==> src/verilog/cfg_space_pkg.sv <==
// Package: configuration header layout, command/status bits, status-change fields
package cfg_space_pkg;
   // ==========================================
   // Configuration dword indices (byte address / 4)
   localparam logic [5:0] CFG_IDX_ID      = 6'h00;
   localparam logic [5:0] CFG_IDX_CMDSTAT = 6'h01;
   localparam logic [5:0] CFG_IDX_CLASS   = 6'h02;
   localparam logic [5:0] CFG_IDX_MISC    = 6'h03;
   localparam logic [5:0] CFG_IDX_BAR_MEM = 6'h04;
   localparam logic [5:0] CFG_IDX_BAR_IO  = 6'h05;
   localparam logic [5:0] CFG_IDX_INF_PTR = 6'h0a;
   localparam logic [5:0] CFG_IDX_IRQCTL  = 6'h0f;
   // ==========================================
   // Command register bits
   localparam int CMD_IO_EN   = 0;
   localparam int CMD_MEM_EN  = 1;
   localparam int CMD_PERR_EN = 6;
   localparam int CMD_SERR_EN = 8;
   // Status register bits (upper half of dword 1)
   localparam int STAT_SIG_SERR = 30;
   localparam int STAT_DET_PERR = 31;
   // BAR type bits
   localparam logic [31:0] BAR_IO_TYPE = 32'h0000_0001;
   // ==========================================
   // Status-change register offsets within memory BAR (bytes)
   localparam logic [11:0] SC_OFF_EVENT = 12'h000;
   localparam logic [11:0] SC_OFF_MASK  = 12'h004;
   localparam logic [11:0] SC_OFF_FORCE = 12'h008;
   localparam logic [11:0] SC_OFF_PRES  = 12'h00c;
   localparam logic [11:0] SC_OFF_INF   = 12'h800;
   localparam int          SC_IRQ_BIT   = 15;
   // ==========================================
   // Reset timing
   localparam int RESET_CLOCKS = 100;
endpackage

==> src/verilog/dual_bus_config_space.sv <==
// Dual-bus configuration space, command/status, BARs and status-change registers
`timescale 1ns/1ps
module dual_bus_config_space #(
   parameter logic [15:0] MAKER_ID   = 16'h1234, // Arbitrary value
   parameter logic [15:0] DEVICE_ID  = 16'h5678, // Arbitrary value
   parameter logic [7:0]  REVISION   = 8'h01,    // Arbitrary value
   parameter logic [23:0] CLASS_CODE = 24'hff0000,
   parameter logic [7:0]  MIN_GRANT  = 8'h01,
   parameter logic [7:0]  MAX_LAT    = 8'h01,
   parameter int          MEM_BAR_BITS = 12,
   parameter int          IO_BAR_BITS  = 4,
   parameter int          INF_WORDS    = 16
) (
   input  wire logic        sys_clk,
   input  wire logic        rst_n,
   input  wire logic        cfg_sel,
   input  wire logic        cfg_wr,
   input  wire logic        cfg_rd,
   input  wire logic [5:0]  cfg_idx,
   input  wire logic [3:0]  cfg_be,
   input  wire logic [31:0] cfg_wdata,
   output logic [31:0]      cfg_rdata,
   input  wire logic        mem_rd,
   input  wire logic        mem_wr,
   input  wire logic [31:0] mem_addr,
   input  wire logic [31:0] mem_wdata,
   output logic [31:0]      mem_rdata,
   output logic             mem_hit,
   output logic             io_hit,
   input  wire logic [31:0] io_addr,
   input  wire logic        addr_phase,
   input  wire logic        data_phase,
   input  wire logic [31:0] bus_ad,
   input  wire logic [3:0]  bus_cbe,
   input  wire logic        bus_par,
   input  wire logic        func_irq,
   input  wire logic        alt_irq_clear,
   output logic             perr_o,
   output logic             perr_oe,
   output logic             serr_o,
   output logic             serr_oe,
   output logic             int_n,
   output logic             card_status_change_signal,
   output logic             reset_done
);
   import cfg_space_pkg::*;

   // ==========================================
   // Reset sequencing
   logic [6:0] rst_cnt_r;
   always_ff @(posedge sys_clk or negedge rst_n) begin
      if (!rst_n) begin
         rst_cnt_r <= 7'h00;
      end else if (rst_cnt_r != 7'(RESET_CLOCKS - 1)) begin
         rst_cnt_r <= rst_cnt_r + 7'h01;
      end
   end
   assign reset_done = (rst_cnt_r == 7'(RESET_CLOCKS - 1));

   // ==========================================
   // Command and status
   logic       io_en_r, mem_en_r, perr_en_r, serr_en_r;
   logic       sig_serr_r, det_perr_r;
   logic [7:0] int_line_r;
   logic       sc_disable_r;
   logic       cmd_wr, misc_wr, irq_wr;
   logic       addr_err, data_err;
   logic       ap_d, dp_d;

   assign cmd_wr  = cfg_sel & cfg_wr & (cfg_idx == CFG_IDX_CMDSTAT);
   assign misc_wr = cfg_sel & cfg_wr & (cfg_idx == CFG_IDX_MISC);
   assign irq_wr  = cfg_sel & cfg_wr & (cfg_idx == CFG_IDX_IRQCTL);

   always_ff @(posedge sys_clk or negedge rst_n) begin
      if (!rst_n) begin
         io_en_r   <= 1'b0;
         mem_en_r  <= 1'b0;
         perr_en_r <= 1'b0;
         serr_en_r <= 1'b0;
      end else if (cmd_wr) begin
         if (cfg_be[0]) begin
            io_en_r   <= cfg_wdata[CMD_IO_EN];
            mem_en_r  <= cfg_wdata[CMD_MEM_EN];
            perr_en_r <= cfg_wdata[CMD_PERR_EN];
         end
         if (cfg_be[1]) begin
            serr_en_r <= cfg_wdata[CMD_SERR_EN];
         end
      end
   end

   // Parity checking of address and data phases
   parity_check u_addr_chk (
      .sys_clk (sys_clk),
      .rst_n   (rst_n),
      .chk_en  (addr_phase),
      .ad      (bus_ad),
      .cbe     (bus_cbe),
      .par     (bus_par),
      .err_r   (addr_err)
   );
   parity_check u_data_chk (
      .sys_clk (sys_clk),
      .rst_n   (rst_n),
      .chk_en  (data_phase),
      .ad      (bus_ad),
      .cbe     (bus_cbe),
      .par     (bus_par),
      .err_r   (data_err)
   );
   always_ff @(posedge sys_clk or negedge rst_n) begin
      if (!rst_n) begin
         ap_d <= 1'b0;
         dp_d <= 1'b0;
      end else begin
         ap_d <= addr_phase;
         dp_d <= data_phase;
      end
   end

   // Error flags: set wins over write-one-clear
   always_ff @(posedge sys_clk or negedge rst_n) begin
      if (!rst_n) begin
         det_perr_r <= 1'b0;
         sig_serr_r <= 1'b0;
      end else begin
         if (addr_err | data_err) begin
            det_perr_r <= 1'b1;
         end else if (cmd_wr && cfg_be[3] && cfg_wdata[STAT_DET_PERR]) begin
            det_perr_r <= 1'b0;
         end
         if (addr_err & serr_en_r & perr_en_r) begin
            sig_serr_r <= 1'b1;
         end else if (cmd_wr && cfg_be[3] && cfg_wdata[STAT_SIG_SERR]) begin
            sig_serr_r <= 1'b0;
         end
      end
   end

   // Error pins, open-drain style
   always_ff @(posedge sys_clk or negedge rst_n) begin
      if (!rst_n) begin
         perr_oe <= 1'b0;
         serr_oe <= 1'b0;
      end else begin
         perr_oe <= data_err & dp_d & perr_en_r;
         serr_oe <= addr_err & ap_d & perr_en_r & serr_en_r;
      end
   end
   assign perr_o = 1'b0;
   assign serr_o = 1'b0;

   // ==========================================
   // Interrupt line and alternative clearing control
   always_ff @(posedge sys_clk or negedge rst_n) begin
      if (!rst_n) begin
         int_line_r <= 8'h00;
      end else if (misc_wr && cfg_be[0]) begin
         int_line_r <= cfg_wdata[7:0];
      end
   end
   always_ff @(posedge sys_clk or negedge rst_n) begin
      if (!rst_n) begin
         sc_disable_r <= 1'b0;
      end else if (irq_wr && cfg_be[0]) begin
         sc_disable_r <= cfg_wdata[0];
      end
   end

   // ==========================================
   // Base address registers
   logic [31:MEM_BAR_BITS] mem_base_r;
   logic [31:IO_BAR_BITS]  io_base_r;
   always_ff @(posedge sys_clk or negedge rst_n) begin
      if (!rst_n) begin
         mem_base_r <= '0;
         io_base_r  <= '0;
      end else if (cfg_sel && cfg_wr && cfg_be == 4'hf) begin
         if (cfg_idx == CFG_IDX_BAR_MEM) begin
            mem_base_r <= cfg_wdata[31:MEM_BAR_BITS];
         end
         if (cfg_idx == CFG_IDX_BAR_IO) begin
            io_base_r <= cfg_wdata[31:IO_BAR_BITS];
         end
      end
   end
   assign mem_hit = mem_en_r & (mem_addr[31:MEM_BAR_BITS] == mem_base_r);
   assign io_hit  = io_en_r & (io_addr[31:IO_BAR_BITS] == io_base_r);

   // ==========================================
   // Status-change registers
   logic sc_event_r, sc_mask_r, sc_force_r;
   logic [11:0] moff;
   logic sc_wr;
   assign moff  = mem_addr[11:0];
   assign sc_wr = mem_wr & mem_hit;
   always_ff @(posedge sys_clk or negedge rst_n) begin
      if (!rst_n) begin
         sc_event_r <= 1'b0;
         sc_mask_r  <= 1'b0;
         sc_force_r <= 1'b0;
      end else begin
         sc_force_r <= sc_wr && moff == SC_OFF_FORCE && mem_wdata[SC_IRQ_BIT];
         if (func_irq | sc_force_r) begin
            sc_event_r <= 1'b1;
         end else if (sc_disable_r ? alt_irq_clear
                                   : (sc_wr && moff == SC_OFF_EVENT && mem_wdata[SC_IRQ_BIT])) begin
            sc_event_r <= 1'b0;
         end
         if (sc_wr && moff == SC_OFF_MASK) begin
            sc_mask_r <= mem_wdata[SC_IRQ_BIT];
         end
      end
   end
   assign card_status_change_signal = sc_event_r & sc_mask_r;
   assign int_n = ~sc_event_r;

   // ==========================================
   // Card information structure storage
   logic [31:0] inf_mem [INF_WORDS];
   always_comb begin
      for (int i = 0; i < INF_WORDS; i++) begin
         inf_mem[i] = {16'h0000, 8'(i), 8'(i)};
      end
   end

   // ==========================================
   // Read paths
   always_ff @(posedge sys_clk or negedge rst_n) begin
      if (!rst_n) begin
         cfg_rdata <= 32'h0000_0000;
      end else if (cfg_sel && cfg_rd) begin
         unique case (cfg_idx)
            CFG_IDX_ID:      cfg_rdata <= {DEVICE_ID, MAKER_ID};
            CFG_IDX_CMDSTAT: cfg_rdata <= {det_perr_r, sig_serr_r, 14'h0000, 7'h00, serr_en_r,
                                          1'b0, perr_en_r, 4'h0, mem_en_r, io_en_r};
            CFG_IDX_CLASS:   cfg_rdata <= {CLASS_CODE, REVISION};
            CFG_IDX_MISC:    cfg_rdata <= {MAX_LAT, MIN_GRANT, 8'h01, int_line_r};
            CFG_IDX_BAR_MEM: cfg_rdata <= {mem_base_r, {MEM_BAR_BITS{1'b0}}};
            CFG_IDX_BAR_IO:  cfg_rdata <= {io_base_r, IO_BAR_BITS'(BAR_IO_TYPE)};
            CFG_IDX_INF_PTR: cfg_rdata <= {20'h00000, SC_OFF_INF} | 32'h0000_0001;
            CFG_IDX_IRQCTL:  cfg_rdata <= {31'h0000_0000, sc_disable_r};
            default:         cfg_rdata <= 32'h0000_0000;
         endcase
      end
   end

   always_ff @(posedge sys_clk or negedge rst_n) begin
      if (!rst_n) begin
         mem_rdata <= 32'h0000_0000;
      end else if (mem_rd && mem_hit) begin
         if (moff >= SC_OFF_INF) begin
            mem_rdata <= inf_mem[moff[$clog2(INF_WORDS)+1:2]];
         end else begin
            unique case (moff)
               SC_OFF_EVENT: mem_rdata <= 32'(sc_event_r) << SC_IRQ_BIT;
               SC_OFF_MASK:  mem_rdata <= 32'(sc_mask_r) << SC_IRQ_BIT;
               SC_OFF_FORCE: mem_rdata <= 32'h0000_0000;
               SC_OFF_PRES:  mem_rdata <= 32'(func_irq) << SC_IRQ_BIT;
               default:      mem_rdata <= 32'h0000_0000;
            endcase
         end
      end
   end
endmodule

==> src/verilog/parity_check.sv <==
// Even parity checker for one address or data phase
`timescale 1ns/1ps
module parity_check (
   input  wire logic        sys_clk,
   input  wire logic        rst_n,
   input  wire logic        chk_en,
   input  wire logic [31:0] ad,
   input  wire logic [3:0]  cbe,
   input  wire logic        par,
   output logic             err_r
);
   always_ff @(posedge sys_clk or negedge rst_n) begin
      if (!rst_n) begin
         err_r <= 1'b0;
      end else begin
         err_r <= chk_en & ((^ad) ^ (^cbe) ^ par);
      end
   end
endmodule
==> config.mk <==
export PLATFORM = sky130hd
export DESIGN_NAME = dual_bus_config_space
export DESIGN_NICKNAME = d
export VERILOG_FILES = /design/src/verilog/cfg_space_pkg.sv /design/src/verilog/dual_bus_config_space.sv /design/src/verilog/parity_check.sv
export SDC_FILE = /design/constraint.sdc
export NUM_CORES = 1
export LEC_CHECK = 0
export BUFFER_PORTS_ARGS = -buffer_cell sky130_fd_sc_hd__buf_2
export CORE_MARGIN = 2
export CORE_UTILIZATION = 35
export CTS_BUF_LIST = sky130_fd_sc_hd__clkbuf_4 sky130_fd_sc_hd__clkbuf_8
export CTS_CLUSTER_DIAMETER = 40
export DETAILED_ROUTE_END_ITERATION = 8
export PLACE_DENSITY = 0.59
export SYNTH_ARGS = -nofsm -noshare
export SYNTH_HDL_FRONTEND = slang
export SYNTH_HIERARCHICAL = 1
export SYNTH_SLANG_ARGS = --single-unit
==> constraint.sdc <==
create_clock -name sys_clk -period 1.82 [get_ports sys_clk]
set_input_delay 0.273 -clock sys_clk [delete_from_list [all_inputs] [get_ports sys_clk]]
set_output_delay 0.273 -clock sys_clk [all_outputs]
set_load 0.02 [all_outputs]
======== Yosys cells after proc, flatten, opt, wreduce, memory -nomap -nowiden ========
Memories as Yosys holds them, arrays and structs flattened.
Cells that the tools add are included.
storage, ports and cells
  bits in registers ....................... 143
  ROM bits ................................ 512
  bits of input ports ..................... 186
  output and inout port bits .............. 73
  word-level logic and storage cells ...... 101
  memories kept ........................... 1
memory list
  memory           depth  width  rd ports  clocked after memory_dff  write ports  RTL line                      text
  (no name shown)  16     32     1         0                         0            dual_bus_config_space.sv:253  mem_rdata <= inf_mem[moff[$clog2(INF_WORDS)+1:2]];
operators by class
  $add $sub $neg .......................... 1
  $lt $le $gt $ge ......................... 2
  equal/unequal tests ..................... 15
  multiplexer cells ....................... 12
  bitwise operators ....................... 23
  reduce and logical (&&, ||, !) cells .... 25
operator list
  operator                count
  $pmux W32 S8            1
  $mux W32                3
  $pmux W16 S3            1
  $reduce_xor A32 Y1      1
  $eq A28 B28 Y1          1
  $eq A12 B4 Y1 const B   2
  $eq A20 B20 Y1          1
  $and A1 B1 Y1           17
  $logic_and A1 B1 Y1     14
  $eq A12 B3 Y1 const B   1
  $eq A6 B2 Y1 const B    2
  $eq A6 B3 Y1 const B    2
  $eq A6 B4 Y1 const B    2
  $ge A12 B12 Y1 const B  1
  $logic_not A12 Y1       1
  $reduce_and A2 Y1       4
  $add A7 B1 Y7 const B   1
  $eq A7 B7 Y1 const B    1
  $mux W1                 7
  $ne A7 B7 Y1 const B    1
  $eq A6 B1 Y1 const B    1
  $logic_not A6 Y1        1
  $reduce_bool A2 Y1      3
  $ge A5 B5 Y1 const B    1
  other kinds (6)         8

======== Longest topological paths before layout ========
  depth after elaboration ................. 8
  gate-level depth with buffers ........... 7
  depth with buffers taken out ............ 5

======== By module ========
Netlist, hierarchy kept.
by module, submodules not included
  module                 instances  cells each  area an instance (µm²)  seq. area each (µm²)
  dual_bus_config_space  1          503         5655.4                  2852.7
  parity_check           2          35          371.6                   25.0

======== Least setup slack after synthesis ========
No wires, ideal clock.
  kind .................................... reg-to-reg
  from .................................... reg rst_cnt_r[0]
  to ...................................... reg rst_cnt_r[1]
  setup time .............................. 0.125 ns
  arrival time ............................ 2.039 ns
  required time ........................... 1.695 ns
  setup slack ............................. -0.344 ns
  cell stages (with the launch flop) ...... 5
  buffers on the path ..................... 0
  clock period less this slack ............ 2.164 ns
  path through ............................ dfrtp_1 ha_1 nand2_1 nor4_1 mux2_2
on the way
  longest elaborated chain between the ends .. 1
  elaborated cells between the ends (all ways) .. 2
  classes of those cells .................. add/sub: 1; eq/ne: 1
ends and longest elaborated chain
  element                                        RTL line                                                  text
  start, declared                                dual_bus_config_space.sv:50                               logic [6:0] rst_cnt_r;
  start signal, assigned                         dual_bus_config_space.sv:55                               rst_cnt_r <= rst_cnt_r + 7'h01;
  $add A7 B1 Y7 or $ne A7 B7 Y1 (tied branches)  dual_bus_config_space.sv:55, dual_bus_config_space.sv:54
Parallel ways exist; a longest one is shown, timed or not.
A chain may end at the register's enable or synchronous reset.

======== Worst setup path after layout ========
  from .................................... reg mem_base_r[29] (netlist bit)
  to ...................................... out mem_hit
on the way
  longest elaborated chain between the ends .. 2
ends and longest elaborated chain
  element                 RTL line                      text
  start, declared         dual_bus_config_space.sv:172  logic [31:MEM_BAR_BITS] mem_base_r;
  start signal, assigned  dual_bus_config_space.sv:180  mem_base_r <= cfg_wdata[31:MEM_BAR_BITS];
  $eq A20 B20 Y1          dual_bus_config_space.sv:187  assign mem_hit = mem_en_r & (mem_addr[31:MEM_BAR_BITS] == mem_base_r);
  $and A1 B1 Y1           dual_bus_config_space.sv:187
  end, declared           dual_bus_config_space.sv:28   output logic mem_hit,
Every way passes these cells.

==> run_results.csv <==
group,metric,value,unit
clocking,clk_latency,0.44,ns
critical_path,r2r_start,"mem_base_r[29]$_DFFE_PN0P_",
sta,worst_pin_slew,0.654,ns
floorplanning,coreArea,18000,µm²
min_path,hp-start,"cfg_wdata[3]",
sta,timing.final.ws_setup,-0.340,ns
critical_path,r2r_end,"mem_rdata[15]$_DFFE_PN0P_",
global_route,grt_remaining_overflow,0,
route,via_count,5113,
critical_path,crit_arrival,1.89,ns
sta,clock_skew,0.00714,ns
pwr,clkPwrFrac,0.397,
global_route,grt_pass1_vias,5143,
sta,slew-limit-headroom,0.564,
clocking,cts_tree,"built",
sta,drv_slew,0,
sta,hold_ws,0.0666,ns
pwr,power_switching,1.55,mW
route,antenna_left,0,
route,drt-total-wl,18200,µm
job,maxCapViolCount,0,
placed_design,place_inst,1011,
route,wl_per_cell,17.0,µm
cells_and_area,drive_gt1_frac,0.446,
synthesis,ys_seq_area_frac,0.454,
synthesis,syn_avg_cell_area,11.2,µm²
route,via_per_inst,4.80,
floorplanning,die_y,139,µm
synthesis,synth.distinct_cells,46,
pwr,p_comb_frac,0.172,
critical_path,crit_fanout,2,
placed_design,place_ws,-0.118,ns
pwr,swShare,0.251,
sta,timing.final.crit_share,1.19,
synthesis,synth-main-ff-cell,"dfrtp_1",
synthesis,synthCells,573,
critical_path,critPathCaptureType,"output pin",
cells_and_area,synthToLayoutAreaGrowth,32.9,%
route,drtIter0Drc,181,
floorplanning,initial_core_util,0.356,
outcome,violations,"negative setup slack",
global_route,grt_max_degree,117,
critical_path,critPathLaunch,"mem_base_r[29]$_DFFE_PN0P_",
cells_and_area,finalCoreUtilization,0.473,
clocking,clock-sinks,116,
pwr,pwr-share-seq,0.431,
global_route,grt_pass1_wl,27900,µm
cells_and_area,fin_nets,1011,
clocking,htreeDepth,4,
outcome,status,"finished with violations",
sta,rsz0062_at_grt,"yes",
placed_design,dp_hpwl,13700,µm
sta,period_needed,2.16,ns
sta,fmax,463,MHz
critical_path,startpoint_type,"flip-flop",
min_path,worstHoldPathCells,2,
placed_design,routabilityCongestion,0.814,
clocking,cts_buffers,17,
synthesis,synthArstFlopShare,1.00,
cells_and_area,fillers,1718,
clocking,cts_buffer_depth,2,
floorplanning,rows,49,
pwr,leakage,4.26,nW
synthesis,syn-cell-area,6400,µm²
critical_path,worstRegToRegCells,8,
synthesis,synth-edff-count,0,
critical_path,worst_ep_required_time,1.55,ns
sta,setup_violations,2,
pwr,p_per_area,729,nW/µm²
pwr,peakVddDrop,0.582,mV
min_path,hold_path_end,"int_line_r[3]$_DFFE_PN0P_",
pwr,p_int,4.64,mW
global_route,grt.total_usage,0.187,
placed_design,port_buffers,198,
global_route,antenna_found_initial,2,
floorplanning,die_w,139,µm
synthesis,ys_ff_latch,116,
critical_path,criticalPathCategory,"flip-flop to output pin",
route,firstDrtPassIters,4,
clocking,cts_root_buf,"clkbuf_8",
critical_path,r2r_slack,0.05,ns
synthesis,synth-warning-count,6,
floorplanning,boundaryPins,259,
floorplanning,dieArea,19400,µm²
cells_and_area,finalNonFillerCells,1066,
sta,hold_viol,0,
min_path,min_path_type,"input port to flip-flop",
route,drc,0,
clocking,clkSlewWorstSetupHoldPaths,0.07,ns
routing by layer:
metal | vias to the layer above | share of wire | track usage
li1 | 2470 | - | -
met1 | 2427 | 0.44 | 0.241
met2 | 195 | 0.48 | 0.310
met3 | 17 | 0.068 | 0.0592
met4 | 4 | 0.0071 | 0.0420
met5 | - | 0.0012 | 0
repair_timing:
item / CTS / global route
endpoints found under the hold margin: 118 / 0
resized for setup: 13 / 6
hold buffers: 3 / 0
setup endpoints to repair: 3 / 11
setup buffers: 14 / 7
gates cloned: 0 / 0
pin swaps: 16 / 15
cells by family after synthesis:
group	Yosys count	share of synthesized area
adder cells (fa/ha/maj)	1	0.00196
buffers and inverters	58	0.0546
flip-flops	116	0.454
AND/OR/NAND/NOR	125	0.101
XOR/XNOR	116	0.176
other	1	0.000586
AO/OA/AOI/OAI	81	0.0819
multiplexers	75	0.130
worst max-delay path by stage:
stage	end	slack, ns	cells past startpoint
2_1_floorplan	io_base_r[11]$_DFFE_PN0P_	-0.05	5
3_3_place_gp	cfg_rdata[8]$_DFFE_PN0P_	-0.08	7
3_5_place_dp	cfg_rdata[8]$_DFFE_PN0P_	-0.12	7
4_1_cts	mem_hit	-0.47	7
5_1_grt	mem_hit	-0.43	7
6_report	mem_hit	-0.34	7
layout by cell type, fill, tap and decap left out, types with 5 or more instances in the layout:
cell,instances
xor2_1,32
nor4_2,5
nand4_1,10
buf_2,194
clkbuf_8,26
a22oi_1,12
nand2_1,44
nor4_1,5
buf_12,5
mux2i_1,10
nand3_1,9
nor2_1,13
xnor3_1,8
inv_1,7
xnor2_1,74
a22o_1,9
a21oi_1,10
dfrtp_1,114
nor3_1,8
a221oi_1,8
buf_4,54
conb_1,25
o21ai_0,31
mux2_2,65
power groups by stage:
stage	Combinational [mW]	Clock, mW	Sequential [mW]
2_1_floorplan	0.684	0	2.72
3_3_place_gp	1.06	0	2.72
3_5_place_dp	1.06	0	2.72
4_1_cts	1.08	2.53	2.67
5_1_grt	1.17	2.64	2.67
6_report	1.07	2.46	2.67
cell usage after synthesis, drive strengths merged (10+ instances only):
| library cell | n | area (µm²) |
|---|---|---|
| nor2 | 13 | 48.8 |
| o21ai | 31 | 155 |
| nor4 | 12 | 90.1 |
| xnor2 | 74 | 648 |
| dfrtp | 116 | 2900 |
| xor2 | 34 | 298 |
| mux2i | 10 | 100 |
| nand4 | 10 | 62.6 |
| mux2 | 65 | 732 |
| clkbuf | 13 | 48.8 |
| nand2 | 46 | 173 |
| a22oi | 12 | 90.1 |
| a21oi | 10 | 50.1 |
| buf | 38 | 274 |
through the flow:
stage / power, mW / area (µm²) / TNS (ns)
6_report: 6.20 / 8500 / -0.585
4_1_cts: 6.28 / 8420 / -1.07
3_3_place_gp: 3.78 / 7820 / -3.50
2_1_floorplan: 3.40 / 6520 / -0.913
3_5_place_dp: 3.78 / 7820 / -4.79
5_1_grt: 6.49 / 8500 / -0.862
area by class of cell:
type	instances	area [µm²]	share of cell area
Antenna cell	1	2.50	0.000294
Clock buffer	29	380	0.0447
Clock inverter	2	35.0	0.00412
Inverter	7	26.3	0.00309
Multi-Input combinational cell	423	3330	0.391
Sequential cell	116	2910	0.342
Tap cell	229	287	0.0337
Timing Repair Buffer	259	1540	0.181
state kept, by name, indices dropped and copies added (netlist names), 5 cells and up:
signal      cells
mem_base_r     20
io_base_r      28
cfg_rdata      32
int_line_r      8
mem_rdata       5
rst_cnt_r       7
worst max-delay path, cell delays in order, from the launching register on:
cell     delay, ns
dfrtp_1       0.39
xnor2_1       0.13
buf_4         0.14
nand4_1       0.12
nor4_2        0.19
buf_4         0.16
and3_4        0.19
buf_6         0.12
Power figures use the tool's default switching activity.
